**src/hw/servo_status_pkg.sv**
```systemverilog
// Package with constants and types for the servo status output block.
package servo_status_pkg;
  // Register byte addresses.
  localparam logic [7:0] ADDR_ALARM_SRC = 8'h00;
  localparam logic [7:0] ADDR_CTRL = 8'h04;
  localparam logic [7:0] ADDR_DEV_WIDTH = 8'h08;
  localparam logic [7:0] ADDR_SPD_WIDTH = 8'h0c;
  localparam logic [7:0] ADDR_POS_ERR = 8'h10;
  localparam logic [7:0] ADDR_SPEED = 8'h14;
  localparam logic [7:0] ADDR_TERM_SEL = 8'h18;
  localparam logic [7:0] ADDR_STATUS = 8'h1c;
  localparam logic [7:0] ADDR_IRQ_STAT = 8'h20;
  localparam logic [7:0] ADDR_IRQ_MASK = 8'h24;
  // Number of alarm sources and the overload bit among them.
  localparam int NUM_ALARMS = 11;
  localparam int OVERLOAD_BIT = 10;
  localparam logic [10:0] SEVERE_MASK = 11'h7ff;
  // Number of output terminals and width of an assignment code.
  localparam int NUM_TERMS = 4;
  localparam int CODE_W = 5;
  // Assignment codes.
  localparam logic [4:0] CODE_ALARM_NORMAL = 5'h03;
  localparam logic [4:0] CODE_ALARM_INVERT = 5'h04;
  localparam logic [4:0] CODE_DYN_BRAKE = 5'h05;
  localparam logic [4:0] CODE_ZERO_DEV = 5'h08;
  localparam logic [4:0] CODE_ZERO_SPD = 5'h09;
  // Reset values.
  localparam logic [19:0] DEV_WIDTH_RESET = 20'h00190;
  localparam logic [19:0] SPD_WIDTH_RESET = 20'h00000;
  localparam logic [19:0] TERM_SEL_RESET = 20'h00000;
  localparam logic [31:0] CTRL_RESET = 32'h00000001;
  // Counts per motor revolution of the feedback encoder.
  localparam int COUNTS_PER_REV = 131072;
  // AHB transfer type codes.
  localparam logic [1:0] HTRANS_NONSEQ = 2'b10;
  // Stop sequence states.
  typedef enum logic [2:0] {
    ST_RUN = 3'b001,
    ST_DECEL = 3'b010,
    ST_COAST = 3'b100
  } stop_state_type;
endpackage

```
**src/hw/servo_status_outputs.sv**
```systemverilog
// Alarm latch, dynamic brake, zero-deviation and zero-speed output logic.
//
// Function
// - Any alarm sets and latches alarm flag.
// - Reset rising edge clears alarm once cause gone.
// - Inverted alarm output active while no alarm.
// - Codes 3 and 4 select alarm outputs.
// - Code 5 selects dynamic brake request.
// - Severe alarm holds brake request until reset.
// - Severe alarms other than overload force immediate coasting.
// - Overload decelerates first, coasts when stopped.
// - Zero deviation when error within width.
// - Zero deviation held on outside position mode.
// - Code 8 selects zero deviation flag.
// - Zero speed when speed at most width.
// - Code 9 selects zero speed flag.
// - Deviation counted in encoder feedback counts.
`timescale 1ns/1ps
module servo_status_outputs (
  // Clock and reset.
  input wire logic clk,
  input wire logic rst,
  // AHB-Lite slave.
  input wire logic hsel,
  input wire logic [31:0] haddr,
  input wire logic [1:0] htrans,
  input wire logic hwrite,
  input wire logic [2:0] hsize,
  input wire logic [31:0] hwdata,
  input wire logic hready,
  output logic [31:0] hrdata,
  output logic hreadyout,
  output logic hresp,
  // Alarm reset input from the sequence input terminals.
  input wire logic alarm_reset_in,
  // Drive status inputs.
  input wire logic [servo_status_pkg::NUM_ALARMS-1:0] alarm_cause,
  input wire logic position_mode,
  input wire logic motor_stopped,
  input wire logic signed [31:0] position_error,
  input wire logic [31:0] motor_speed,
  // Drive control outputs.
  output logic coast_req,
  output logic decel_req,
  // Assignable sequence output terminals.
  output logic [servo_status_pkg::NUM_TERMS-1:0] term_out,
  // Interrupt.
  output logic irq
);
  import servo_status_pkg::*;

  // Bus and register state.
  logic wr_pend, next_wr_pend;
  logic [7:0] wr_addr, next_wr_addr;
  logic [31:0] next_hrdata;
  logic ctrl_pos_sw, next_ctrl_pos_sw;
  logic [19:0] dev_width, next_dev_width;
  logic [19:0] spd_width, next_spd_width;
  logic [19:0] term_sel, next_term_sel;
  logic [3:0] irq_stat, next_irq_stat;
  logic [3:0] irq_mask, next_irq_mask;
  // Status state.
  logic rst_s1, rst_s2, rst_s3;
  logic alarm_latched, next_alarm_latched;
  logic brake_req, next_brake_req;
  logic zero_dev, next_zero_dev;
  logic zero_spd, next_zero_spd;
  logic [NUM_ALARMS-1:0] alarm_seen, next_alarm_seen;
  stop_state_type stop_state, next_stop_state;
  logic next_coast_req, next_decel_req, next_irq;
  logic [NUM_TERMS-1:0] next_term_out;
  logic rst_edge;
  logic any_alarm;
  logic severe_alarm;
  logic [31:0] err_mag;
  logic addr_phase;
  logic rd_stat;

  // The bus never stalls and never errors.
  assign hreadyout = 1'b1;
  assign hresp = 1'b0;
  assign addr_phase = hsel && hready && htrans == HTRANS_NONSEQ;
  assign rd_stat = addr_phase && !hwrite && haddr[7:0] == ADDR_IRQ_STAT;

  // Alarm reset is synchronised; the edge detector compares the second and third stages.
  always_ff @(posedge clk) begin
    if (rst) begin
      rst_s1 <= 1'b0;
      rst_s2 <= 1'b0;
      rst_s3 <= 1'b0;
    end else begin
      rst_s1 <= alarm_reset_in;
      rst_s2 <= rst_s1;
      rst_s3 <= rst_s2;
    end
  end
  assign rst_edge = rst_s2 && !rst_s3;

  assign any_alarm = |alarm_cause;
  assign severe_alarm = |(alarm_cause & SEVERE_MASK);
  // Magnitude of the deviation in feedback counts; the error is signed.
  assign err_mag = position_error[31] ? 32'(-position_error)
                                      : 32'(position_error);

  // Next values of the AHB write pipeline, registers and read data.
  always_comb begin
    next_wr_pend = addr_phase && hwrite;
    next_wr_addr = addr_phase ? haddr[7:0] : wr_addr;
    next_ctrl_pos_sw = ctrl_pos_sw;
    next_dev_width = dev_width;
    next_spd_width = spd_width;
    next_term_sel = term_sel;
    next_irq_mask = irq_mask;
    next_hrdata = hrdata;
    if (wr_pend) begin
      case (wr_addr)
        ADDR_CTRL: next_ctrl_pos_sw = hwdata[0];
        ADDR_DEV_WIDTH: next_dev_width = hwdata[19:0];
        ADDR_SPD_WIDTH: next_spd_width = hwdata[19:0];
        ADDR_TERM_SEL: next_term_sel = hwdata[19:0];
        ADDR_IRQ_MASK: next_irq_mask = hwdata[3:0];
        default: next_wr_pend = next_wr_pend;
      endcase
    end
    if (addr_phase && !hwrite) begin
      case (haddr[7:0])
        ADDR_ALARM_SRC: next_hrdata = {21'h0, alarm_seen};
        ADDR_CTRL: next_hrdata = {31'h0, ctrl_pos_sw};
        ADDR_DEV_WIDTH: next_hrdata = {12'h0, dev_width};
        ADDR_SPD_WIDTH: next_hrdata = {12'h0, spd_width};
        ADDR_POS_ERR: next_hrdata = err_mag;
        ADDR_SPEED: next_hrdata = motor_speed;
        ADDR_TERM_SEL: next_hrdata = {12'h0, term_sel};
        ADDR_STATUS: next_hrdata = {25'h0, stop_state, zero_spd,
                                    zero_dev, brake_req, alarm_latched};
        ADDR_IRQ_STAT: next_hrdata = {28'h0, irq_stat};
        ADDR_IRQ_MASK: next_hrdata = {28'h0, irq_mask};
        default: next_hrdata = 32'h0;
      endcase
    end
  end

  // Registers of the bus side.
  always_ff @(posedge clk) begin
    if (rst) begin
      wr_pend <= 1'b0;
      wr_addr <= 8'h00;
      hrdata <= 32'h0;
      ctrl_pos_sw <= CTRL_RESET[0];
      dev_width <= DEV_WIDTH_RESET;
      spd_width <= SPD_WIDTH_RESET;
      term_sel <= TERM_SEL_RESET;
      irq_mask <= 4'h0;
    end else begin
      wr_pend <= next_wr_pend;
      wr_addr <= next_wr_addr;
      hrdata <= next_hrdata;
      ctrl_pos_sw <= next_ctrl_pos_sw;
      dev_width <= next_dev_width;
      spd_width <= next_spd_width;
      term_sel <= next_term_sel;
      irq_mask <= next_irq_mask;
    end
  end

  // Alarm latch, brake request, flags, stop sequence and interrupts.
  always_comb begin
    next_alarm_latched = alarm_latched;
    next_brake_req = brake_req;
    next_alarm_seen = alarm_seen | alarm_cause;
    if (rst_edge && !any_alarm) begin
      // The cause must be gone, so a reset during an alarm is ignored.
      next_alarm_latched = 1'b0;
      next_brake_req = 1'b0;
      next_alarm_seen = '0;
    end
    if (any_alarm) begin
      next_alarm_latched = 1'b1;
    end
    if (severe_alarm) begin
      next_brake_req = 1'b1;
    end
    // Position mode here means both the drive and software agree on it.
    next_zero_dev = !(position_mode && ctrl_pos_sw) ||
                    err_mag <= {12'h0, dev_width};
    next_zero_spd = motor_speed <= {12'h0, spd_width};
    next_stop_state = stop_state;
    case (stop_state)
      ST_RUN: begin
        if (|(alarm_cause & SEVERE_MASK & ~(11'h1 << OVERLOAD_BIT))) begin
          next_stop_state = ST_COAST;
        end else if (alarm_cause[OVERLOAD_BIT]) begin
          next_stop_state = ST_DECEL;
        end
      end
      ST_DECEL: begin
        if (motor_stopped ||
            |(alarm_cause & SEVERE_MASK & ~(11'h1 << OVERLOAD_BIT))) begin
          next_stop_state = ST_COAST;
        end
      end
      ST_COAST: begin
        if (!next_brake_req) begin
          next_stop_state = ST_RUN;
        end
      end
      default: next_stop_state = ST_RUN;
    endcase
    next_coast_req = next_stop_state == ST_COAST;
    next_decel_req = next_stop_state == ST_DECEL;
    for (int t = 0; t < NUM_TERMS; t++) begin
      case (term_sel[t*CODE_W +: CODE_W])
        CODE_ALARM_NORMAL: next_term_out[t] = next_alarm_latched;
        // Break contact: active while healthy; lets host wait.
        CODE_ALARM_INVERT: next_term_out[t] = !next_alarm_latched;
        CODE_DYN_BRAKE: next_term_out[t] = next_brake_req;
        CODE_ZERO_DEV: next_term_out[t] = next_zero_dev;
        CODE_ZERO_SPD: next_term_out[t] = next_zero_spd;
        default: next_term_out[t] = 1'b0;
      endcase
    end
    // Events: alarm set, brake set, zero deviation rise, zero speed rise.
    // A read clears the status, but a new event in that cycle wins.
    next_irq_stat = rd_stat ? 4'h0 : irq_stat;
    next_irq_stat = next_irq_stat | {next_zero_spd && !zero_spd,
                                     next_zero_dev && !zero_dev,
                                     next_brake_req && !brake_req,
                                     next_alarm_latched && !alarm_latched};
    next_irq = |(next_irq_stat & irq_mask);
  end

  // Registers of the status side.
  always_ff @(posedge clk) begin
    if (rst) begin
      alarm_latched <= 1'b0;
      brake_req <= 1'b0;
      alarm_seen <= '0;
      zero_dev <= 1'b1;
      zero_spd <= 1'b1;
      stop_state <= ST_RUN;
      coast_req <= 1'b0;
      decel_req <= 1'b0;
      term_out <= '0;
      irq_stat <= 4'h0;
      irq <= 1'b0;
    end else begin
      alarm_latched <= next_alarm_latched;
      brake_req <= next_brake_req;
      alarm_seen <= next_alarm_seen;
      zero_dev <= next_zero_dev;
      zero_spd <= next_zero_spd;
      stop_state <= next_stop_state;
      coast_req <= next_coast_req;
      decel_req <= next_decel_req;
      term_out <= next_term_out;
      irq_stat <= next_irq_stat;
      irq <= next_irq;
    end
  end
endmodule

```
**config.mk**
```make
export PLATFORM = sky130hd
export DESIGN_NAME = servo_status_outputs
export DESIGN_NICKNAME = d
export VERILOG_FILES = /design/src/hw/servo_status_pkg.sv /design/src/hw/servo_status_outputs.sv
export SDC_FILE = /design/constraint.sdc
export NUM_CORES = 1
export LEC_CHECK = 0
export ABC_AREA = 1
export BUFFER_PORTS_ARGS = -buffer_cell sky130_fd_sc_hd__buf_4
export CAP_MARGIN = 20
export CELL_PAD_IN_SITES_DETAIL_PLACEMENT = 1
export CELL_PAD_IN_SITES_GLOBAL_PLACEMENT = 2
export CORE_MARGIN = 4
export CORE_UTILIZATION = 26
export CTS_BUF_LIST = sky130_fd_sc_hd__clkbuf_4 sky130_fd_sc_hd__clkbuf_8 sky130_fd_sc_hd__clkbuf_16
export DETAILED_ROUTE_END_ITERATION = 10
export PLACE_DENSITY_LB_ADDON = 0.1
export SYNTH_ARGS = -nofsm -noshare
export SYNTH_HDL_FRONTEND = slang
export SYNTH_SLANG_ARGS = --single-unit
```
**constraint.sdc**
```tcl
create_clock -name clk -period 2.47 [get_ports clk]
set_input_delay 0.494 -clock clk [delete_from_list [all_inputs] [get_ports clk]]
set_output_delay 0.494 -clock clk [all_outputs]
set_load 0.1 [all_outputs]
```
==> metrics.csv, run 1 <==
metric,value,unit
fmax,0.388,GHz
die_h,185,µm
fp.dieW,185,µm
detail-route-antenna-nets,0,
final_nets,1659,
worstMarginPinSlew,0.671,ns
cts_hold_buf,0,
fillers,3864,
setup_ws,-0.110,ns
clockBufferDepth,2,
clock_skew,0.0103,ns
synthTopCellsByCount,"nand2_1 (257), inv_1 (165), a21oi_1 (145), dfxtp_1 (138), nor2_1 (125)",
grt_pass1_vias,9139,
end_kind,register,
dp_hpwl,28000,µm
avgSynthCellArea,6.59,µm²
die_area,34100,µm²
clock-root-buffer,clkbuf_16,
via_per_inst,4.78,
startpoint_type,input pin,
detail_route.wl_per_cell,18.8,µm
synth-seq-cells,138,
clkLatencyLatePin,0.44,ns
ir_drop,425,µV
cp.required,2.86,ns
drtIter0Drc,554,
vias,8967,
cts_tree,done,
synthFlopType,dfxtp_1,
yosysWarnings,0,
async_flop_share,0,
ys_types,45,
path_class,in2reg,
worstPathCellList,buf_6 -> clkinvlp_4 -> ha_4 -> buf_4 -> nand2_2 -> nor2_2 -> nor2_1 -> xor2_2 -> ha_1 -> nand2_1 -> nor2_1 -> nand4_1 -> nor2_1 -> a21oi_1 -> nor2_1 -> nand3_2 -> nand2_4 -> nand2_2 -> nand2_2 -> nand3_2 -> nand2_1,
synthCells,1229,
grt_pass1_wl,53700,µm
route.detailed.drc,0,
max-slew-margin-rel,0.552,
synth_area_leader_cell,dfxtp_1,
diodes,0,
maxCapViolCount,0,
critical-path-max-stage-delay,0.29,ns
synth_edf_count,0,
syn-cell-area,8100,µm²
ios,193,
setup_tns,-0.473,ns
synthTopCellsByArea,"dfxtp_1 (34%), nand2_1 (12%), a21oi_1 (9.0%)",
slowest_stage,ha_1,
finalMaxSlewViolations,0,
status,finished with violations,
gp_congestion,0.867,
cp.arrival,2.97,ns
grt_max_degree,78,
dp_worst_setup_slack,-0.693,ns
track_usage,0.207,
period_share,1.04,
antenna_found_initial,0,
layout-drive-gt1-share,0.254,
cts-htree-levels,4,
setup_viol,6,
violations,negative setup slack,
ys_seq_area_frac,0.341,
syn_to_final_growth,40.6,%
cts_buffers,17,
crit_top_cell,nor2_1,
cts.sinks,138,
rows,64,
finalWirelength,35300,µm
hold_viol,0,
rsz0062_at_grt,yes,
crit_fanout,5,
port_buffers,151,
p_per_area,535,nW/µm²
leakage,5.01,nW
syn_nets,1422,
synth.most_common_cell,nand2_1,
period_minus_slack,2.58,ns
grt_overflow,0,
drt_pass1_iterations,4,
core_area,30700,µm²
synth_top_area_share,0.341,
initial_core_util,0.264,
clk_pin_slew,0.07,ns
worst_hold_path_type,in2reg,
[path summary, 6_finish.rpt]
kind | slack (ns) | cells past startpoint | to | from
setup / recovery | -0.11 | 21 | irq$_SDFF_PP0_ | position_error[0]
hold / removal | 0.26 | 3 | rst_s1$_SDFF_PP0_ | alarm_reset_in
setup reg to reg | 0.37 | 14 | term_out[1]$_SDFF_PP0_ | spd_width[15]$_SDFFE_PP0P_
hold reg to reg | 0.41 | 2 | rst_s2$_SDFF_PP0_ | rst_s1$_SDFF_PP0_
[flip-flops by register name, indices dropped and copies added (netlist names), 8 cells and up]
signal,flops
alarm_seen,11
spd_width,20
dev_width,20
wr_addr,8
term_sel,20
hrdata,32
[per-layer routing]
metal	vias up	global-route usage	part of all wire
met1	4239	0.311	0.52
li1	4518	-	-
met5	-	0	0
met3	27	0.0302	0.039
met4	0	0.0461	0.014
met2	183	0.311	0.43
[final cells by class]
cell class,instances,area [µm²],area share
clock buffer,20,460,0.0404
clock inverter,12,209,0.0183
inverter,170,643,0.0564
multi-input combinational,875,4760,0.418
sequential,138,2760,0.242
tap,396,495,0.0435
timing repair buffer,264,2060,0.181
[through the flow]
stage	utilization	instances	power, mW	area, µm²	hold WS [ns]
5_1_grt	0.372	1875	6.37	11400	0.278
3_5_place_dp	0.340	1832	3.10	10400	0.407
4_1_cts	0.365	1872	6.16	11200	0.251
6_report	0.372	1875	6.10	11400	0.263
3_3_place_gp	0.340	1832	3.09	10400	0.402
2_1_floorplan	-	1229	2.69	8140	0.388
[cells by family after synthesis]
| logic type | after synthesis | share of synthesized area |
|---|---|---|
| AND/OR/NAND/NOR | 505 | 0.265 |
| AO/OA/AOI/OAI | 311 | 0.210 |
| buffers and inverters | 216 | 0.103 |
| flip-flops | 138 | 0.341 |
| adder cells (fa/ha/maj) | 41 | 0.0633 |
| XOR/XNOR | 16 | 0.0173 |
| other | 2 | 0.000927 |
[where the power goes]
| part | internal, mW | switching, mW | total, mW |
|---|---|---|---|
| combinational | 0.359 | 0.469 | 0.828 |
| clock | 1.87 | 1.12 | 3.00 |
| sequential | 2.26 | 0.0173 | 2.28 |
[critical path, delay by kind of cell]
kind | cells | cell delay (ns)
xor gates and xnor gates | 1 | 0.13
and+or+nand+nor | 14 | 1.44
buffers and inverters | 3 | 0.35
adders and majority gates | 2 | 0.49
AOI/OAI and AO/OA | 1 | 0.05
[cell usage in the layout (no fill, tap or decap), types with 6 or more instances in the layout]
cell type	instances
nand4_1	12
nor4_1	7
nor2_2	18
o211ai_1	8
nand2_2	17
inv_1	161
nor2_1	110
xor2_1	6
nand2_1	245
a21oi_1	140
nor2_4	10
nand3_1	52
buf_12	6
dfxtp_1	138
o22ai_1	24
o21ai_0	97
o31ai_1	6
ha_1	39
clkbuf_16	17
buf_4	257
o21ai_1	6
nor3_1	16
[timing repair]
action	in CTS	in global routing
setup endpoints to repair	6	7
resized for setup	14	43
setup buffers	8	3
pin swaps	4	17
(Power assumes the default switching activity.)
==> inputs of run 2 (changes only) <==
--- a/config.mk
+++ b/config.mk
@@ -13,8 +13,11 @@
 export CORE_MARGIN = 4
 export CORE_UTILIZATION = 26
 export CTS_BUF_LIST = sky130_fd_sc_hd__clkbuf_4 sky130_fd_sc_hd__clkbuf_8 sky130_fd_sc_hd__clkbuf_16
+export CTS_CLUSTER_DIAMETER = 100
 export DETAILED_ROUTE_END_ITERATION = 10
+export GPL_TIMING_DRIVEN = 0
 export PLACE_DENSITY_LB_ADDON = 0.1
+export SKIP_CTS_REPAIR_TIMING = 1
 export SYNTH_ARGS = -nofsm -noshare
 export SYNTH_HDL_FRONTEND = slang
 export SYNTH_SLANG_ARGS = --single-unit
==> run 2 against run 1 <==
The run still ends with negative setup slack left. Clock power is 7.3% lower. Fmax fell by 6.9%. Register-to-register slack worse by 0.22 ns. Global-route usage is 0.27 points higher. Routed wire length is 2.0% higher. Largest cell class unchanged. Total power shrank 4.9%. Sequential share of layout area is 1.7 points higher.
==> metrics.csv, run 2 (synthesis results as in run 1) <==
metric,value,unit,change
status,finished with violations,,unchanged
violations,negative setup slack,,unchanged
layout-drive-gt1-share,0.201,,was 0.254
detail-route-antenna-nets,0,,unchanged
finalWirelength,36000,µm,was 35300 µm
met2_length,16100,µm,was 15100 µm
grt_pass1_wl,53900,µm,was 53700 µm
ff2ff_path_depth,12,,was 14
switchingPower,1.71,mW,was 1.61 mW
post_dp_cell_area,9780,µm²,was 10400 µm²
mostFrequentLayoutCells,"nand2_1 (246), inv_1 (161), buf_4 (161)",,"was buf_4 (257), nand2_1 (245), inv_1 (161)"
port_buffers,151,,unchanged
cts_tree,done,,unchanged
crit_end,term_out[2]$_SDFF_PP0_,,was irq$_SDFF_PP0_
clock_skew,0.0131,ns,was 0.0103 ns
grt_pass1_vias,8872,,was 9139
maxCapViolCount,0,,unchanged
grt_overflow,0,,unchanged
finalMaxSlewViolations,0,,unchanged
drt_pass1_iterations,5,,was 4
syn_to_final_growth,31.6,%,was 40.6%
cp.arrival,3.12,ns,was 2.97 ns
die_area,34100,µm²,unchanged
crit_fanout,5,,unchanged
path_class,in2reg,,unchanged
dp_hpwl,29700,µm,was 28000 µm
critical_path.startpoint,position_error[0],,unchanged
cts-htree-levels,4,,unchanged
p_per_area,544,nW/µm²,was 535 nW/µm²
clk_pin_slew,0.07,ns,about the same
final_util,0.348,,was 0.372
power.internal,4.10,mW,was 4.49 mW
post-place-cells,1777,,was 1832
r2r-end,term_out[2]$_SDFF_PP0_,,was term_out[1]$_SDFF_PP0_
setup_ws,-0.303,ns,was -0.110 ns
power.total,5.80,mW,was 6.10 mW
final_nets,1600,,was 1659
largest_register,hrdata,,unchanged
largest_reg_flops,32,,unchanged
top_layer,met4,,unchanged
period_minus_slack,2.77,ns,was 2.58 ns
fin_cells,1816,,was 1875
wl_met1,17900,µm,was 18300 µm
switching_share,0.294,,was 0.264
setup_viol,7,,was 6
r2r-start,dev_width[7]$_SDFFE_PP1P_,,was spd_width[15]$_SDFFE_PP0P_
rows,64,,unchanged
initial_core_util,0.264,,unchanged
vias,8759,,was 8967
hold_viol,0,,unchanged
route.detailed.drc,0,,unchanged
rsz0062_at_grt,yes,,unchanged
ir_drop,409,µV,was 425 µV
max-slew-margin-rel,0.340,,was 0.552
worstMarginPinSlew,0.989,ns,was 0.671 ns
met3WireLength,1510,µm,was 1380 µm
startpoint_type,input pin,,unchanged
grt_max_degree,17,,was 78
via_per_inst,4.82,,was 4.78
diodes,0,,unchanged
antenna_found_initial,0,,unchanged
period_share,1.12,,was 1.04
stdcell_area,10700,µm²,was 11400 µm²
cp.required,2.82,ns,was 2.86 ns
leakage,4.54,nW,was 5.01 nW
gp_congestion,0.871,,was 0.867
end_kind,register,,unchanged
worst_hold_path_type,in2reg,,unchanged
layout_commonest_cell,nand2_1,,was buf_4
p_seq_frac,0.392,,was 0.373
cts_buffers,17,,unchanged
clkLatencyLatePin,0.44,ns,about the same
die_h,185,µm,unchanged
track_usage,0.209,,was 0.207
detail_route.wl_per_cell,19.8,µm,was 18.8 µm
dp_worst_setup_slack,-0.947,ns,was -0.693 ns
drtIter0Drc,442,,was 554
clkPwrFrac,0.479,,was 0.491
comb_power_share,0.129,,was 0.136
clock-root-buffer,clkbuf_16,,unchanged
core_area,30700,µm²,unchanged
clockBufferDepth,2,,unchanged
fmax,0.361,GHz,was 0.388 GHz
cts.sinks,138,,unchanged
hp-start,alarm_reset_in,,unchanged
fp.dieW,185,µm,unchanged
ios,193,,unchanged
regToRegSetupSlack,0.15,ns,was 0.37 ns
## run 2: cell types whose count changed in the layout (fill, tap and decap cells not counted), sizes merged
cell,change
buf,-89
bufinv,-3
clkbuf,+28
clkinv,-3
clkinvlp,+2
inv,+6
## run 2: worst min path at each step
stage / end / slack (ns) / cells past startpoint
after global placement: rst_s2$_SDFF_PP0_ / 0.40 / 2
after CTS: rst_s1$_SDFF_PP0_ / 0.25 / 3
after detailed placement: rst_s2$_SDFF_PP0_ / 0.41 / 2
final: rst_s1$_SDFF_PP0_ / 0.26 / 3
after global routing: rst_s1$_SDFF_PP0_ / 0.25 / 3
after floorplan: rst_s2$_SDFF_PP0_ / 0.39 / 2
## run 2: power by group through the flow
| stage | sequential [mW] | clock, mW | combinational [mW] |
|---|---|---|---|
| finish | 2.27 | 2.78 | 0.749 |
| global placement | 2.33 | 0 | 0.704 |
| detailed placement | 2.33 | 0 | 0.710 |
| CTS | 2.27 | 2.83 | 0.714 |
| global route | 2.28 | 2.92 | 0.840 |
| floorplan | 2.34 | 0 | 0.354 |
## run 2: critical path, stage by stage
cell and delay [ns]:
buf_6 0.09, clkinvlp_4 0.11, ha_4 0.17, nand3_4 0.11, nor2_4 0.24, nand2_2 0.08, nand2_2 0.09, xor2_2 0.16
ha_1 0.26, nand2_2 0.11, nor2_4 0.05, nand2_2 0.07, inv_2 0.04, nand2_2 0.05, nand2_1 0.04, nand2_1 0.06
a21oi_2 0.07, nor2_1 0.13, nand3_2 0.19, nand2_4 0.20, nand2_2 0.09, a31oi_4 0.19
## run 2: cell type report
type                       instances  area (µm²)
fill                            3893       20000
multi-input combinational        875        4750
sequential                       138        2760
timing repair buffer             159        1190
inverter                         170         648
tap                              396         495
clock buffer                      18         433
buffer                            46         205
clock inverter                    14         176
## run 2: stage by stage
step                      setup TNS, ns  hold WS, ns
after global routing              -2.75        0.247
after global placement           -11.62        0.400
final                             -1.68        0.259
after CTS                         -2.84        0.246
after floorplan               -0.000760        0.388
after detailed placement          -9.47        0.411
## run 2: routing by layer
metal  global-route usage  up-vias
met4               0.0411        0
li1                     -     4412
met5                    0        -
met1                0.302     4132
met2                0.336      189
met3               0.0282       26
==> inputs of run 3 (changes only) <==
--- a/config.mk
+++ b/config.mk
@@ -10,7 +10,7 @@
 export CAP_MARGIN = 20
 export CELL_PAD_IN_SITES_DETAIL_PLACEMENT = 1
 export CELL_PAD_IN_SITES_GLOBAL_PLACEMENT = 2
-export CORE_MARGIN = 4
+export CORE_MARGIN = 2
 export CORE_UTILIZATION = 26
 export CTS_BUF_LIST = sky130_fd_sc_hd__clkbuf_4 sky130_fd_sc_hd__clkbuf_8 sky130_fd_sc_hd__clkbuf_16
 export CTS_CLUSTER_DIAMETER = 100
==> run 3 against run 2 <==
The run still ends with negative setup slack left. Clock skew rose by 0.0016 ns. Register-to-register slack improved by 0.05 ns. Fmax rose by 0.10%. Total power rose by 2.0%. Via count rose by 0.55%. Cell area rose by 0.80%. First-iteration DRC count rose by 12%. Count of clock-buffer cells in the layout did not move. Non-clock buffer count rose by 6. Sequential share of layout area fell by 0.20 points. Highest routed layer unchanged. Utilization rose by 0.28 points.
==> metrics.csv, run 3 (synthesis results as in run 1) <==
metric,value,unit,change
worstPathCellList,buf_6 -> clkinvlp_4 -> ha_4 -> nand3_4 -> nor2_4 -> a21oi_2 -> xor2_1 -> ha_1 -> nand2_2 -> o21a_1 -> nor2_2 -> nor2_1 -> nand3_1 -> nor3_2 -> nand3_4 -> nand2_8 -> nand2_1 -> a31oi_2,,was buf_6 -> clkinvlp_4 -> ha_4 -> nand3_4 -> nor2_4 -> nand2_2 -> nand2_2 -> xor2_2 -> ha_1 -> nand2_2 -> nor2_4 -> nand2_2 -> inv_2 -> nand2_2 -> nand2_1 -> nand2_1 -> a21oi_2 -> nor2_1 -> nand3_2 -> nand2_4 -> nand2_2 -> a31oi_4
clkPwrFrac,0.487,,was 0.479
critical-path-max-stage-delay,0.28,ns,was 0.26 ns
grt_pass1_vias,8947,,was 8872
crit_family,simple AND/OR/NAND/NOR gates,,unchanged
die_h,181,µm,was 185 µm
hold_viol,0,,unchanged
clk_pin_slew,0.07,ns,about the same
mostFrequentLayoutCells,"nand2_1 (249), buf_4 (167), inv_1 (162)",,"was nand2_1 (246), inv_1 (161), buf_4 (161)"
fmax,0.361,GHz,about the same
fillers,3904,,was 3893
cts_buffers,17,,unchanged
grt_pass1_wl,54400,µm,was 53900 µm
grt_overflow,0,,unchanged
met2_usage,0.352,,was 0.336
worstMarginPinSlew,1.01,ns,was 0.989 ns
ir_drop,425,µV,was 409 µV
stdcell_area,10800,µm²,was 10700 µm²
setup_viol,7,,unchanged
switching_share,0.287,,was 0.294
detail_route.wl_per_cell,19.7,µm,was 19.8 µm
period_share,1.12,,about the same
startpoint_type,input pin,,unchanged
dp_hpwl,29200,µm,was 29700 µm
slowest_stage,ha_1,,unchanged
leakage,4.58,nW,was 4.54 nW
diodes,0,,unchanged
initial_core_util,0.264,,unchanged
violations,negative setup slack,,unchanged
comb_power_share,0.129,,about the same
ios,193,,unchanged
track_usage,0.220,,was 0.209
largest_register,hrdata,,unchanged
met3_usage,0.0273,,was 0.0282
finalWirelength,36000,µm,about the same
setup_tns,-1.70,ns,was -1.68 ns
maxCapViolCount,0,,unchanged
route.detailed.drc,0,,unchanged
path_class,in2reg,,unchanged
switchingPower,1.70,mW,was 1.71 mW
clock_skew,0.0147,ns,was 0.0131 ns
gp_congestion,0.843,,was 0.871
clockBufferDepth,2,,unchanged
rsz0062_at_grt,yes,,unchanged
layout_commonest_cell,nand2_1,,unchanged
grtUsageMet1,0.317,,was 0.302
fp.dieW,181,µm,was 185 µm
max-slew-margin-rel,0.330,,was 0.340
top_usage_layer,met2,,unchanged
worst_hold_path_type,in2reg,,unchanged
rows,64,,unchanged
seqCellArea,2760,µm²,unchanged
dp_worst_setup_slack,-0.987,ns,was -0.947 ns
cts-htree-levels,4,,unchanged
multiInputGateArea,4760,µm²,was 4750 µm²
drt_pass1_iterations,5,,unchanged
crit_buf_inv,2,,was 3
detail-route-antenna-nets,0,,unchanged
drtIter0Drc,495,,was 442
status,finished with violations,,unchanged
crit_fanout,5,,unchanged
cp.required,2.80,ns,was 2.82 ns
die_area,32600,µm²,was 34100 µm²
post_dp_cell_area,9780,µm²,unchanged
antenna_found_initial,0,,unchanged
largest_reg_flops,32,,unchanged
p_per_area,551,nW/µm²,was 544 nW/µm²
cts.sinks,138,,unchanged
clkLatencyLatePin,0.44,ns,about the same
final_nets,1606,,was 1600
layout-drive-gt1-share,0.202,,was 0.201
core_area,30700,µm²,unchanged
vias,8807,,was 8759
p_seq_frac,0.384,,was 0.392
grt_max_degree,17,,unchanged
crit_top_cell,nand3_4,,was nand2_2
syn_to_final_growth,32.7,%,was 31.6%
setup_ws,-0.300,ns,was -0.303 ns
port_buffers,151,,unchanged
cp.arrival,3.10,ns,was 3.12 ns
finalMaxSlewViolations,0,,unchanged
cts_tree,done,,unchanged
clock-root-buffer,clkbuf_16,,unchanged
period_minus_slack,2.77,ns,about the same
end_kind,register,,unchanged
via_per_inst,4.83,,was 4.82
power.internal,4.22,mW,was 4.10 mW
-- run 3: cell types whose count changed in the layout (fill, tap and decap cells not counted), moves of 2 or more --
cell | before | now
a21oi_1 | 139 | 137
a21oi_2 | 4 | 8
a21oi_4 | 2 | 0
buf_4 | 161 | 167
nand2_1 | 246 | 249
nand2_2 | 17 | 13
nor2_1 | 110 | 112
nor2_2 | 19 | 17
-- run 3: worst min-delay path, stage by stage --
cell and delay (ns):
buf_4 0.08, inv_1 0.03, nor2_1 0.06
-- run 3: cell type report --
type | instances | area share
tap | 396 | 0.0461
sequential | 138 | 0.257
buffer | 46 | 0.0191
clock buffer | 18 | 0.0408
clock inverter | 14 | 0.0185
timing repair buffer | 165 | 0.115
multi-input combinational | 875 | 0.443
inverter | 170 | 0.0603
-- run 3: power by group through the flow --
| stage | sequential, mW | combinational [mW] | clock (mW) |
|---|---|---|---|
| 3_5_place_dp | 2.33 | 0.710 | 0 |
| 2_1_floorplan | 2.34 | 0.354 | 0 |
| 4_1_cts | 2.27 | 0.715 | 2.96 |
| 3_3_place_gp | 2.33 | 0.705 | 0 |
| 5_1_grt | 2.28 | 0.850 | 3.04 |
| 6_report | 2.28 | 0.762 | 2.88 |
-- run 3: per-stage QoR --
step | utilization | power [mW] | hold WS, ns | cells
finish | 0.351 | 5.92 | 0.263 | 1822
CTS | 0.340 | 5.95 | 0.248 | 1809
global route | 0.351 | 6.17 | 0.275 | 1822
detailed placement | 0.319 | 3.04 | 0.399 | 1777
floorplan | - | 2.69 | 0.388 | 1229
global placement | 0.319 | 3.03 | 0.402 | 1776
-- run 3: worst paths after layout --
| path | from | end | slack, ns | cells past startpoint |
|---|---|---|---|---|
| worst max-delay path | position_error[0] | term_out[2]$_SDFF_PP0_ | -0.30 | 18 |
| worst min-delay path | alarm_reset_in | rst_s1$_SDFF_PP0_ | 0.26 | 3 |
| worst max register to register | dev_width[19]$_SDFFE_PP0P_ | term_out[2]$_SDFF_PP0_ | 0.20 | 12 |
| worst min register to register | rst_s1$_SDFF_PP0_ | rst_s2$_SDFF_PP0_ | 0.41 | 2 |
-- run 3: routing by layer --
| metal | up-vias | routed length, µm |
|---|---|---|
| met5 | - | 0 |
| met2 | 179 | 16200 |
| li1 | 4419 | - |
| met3 | 34 | 1120 |
| met1 | 4175 | 18100 |
| met4 | 0 | 588 |
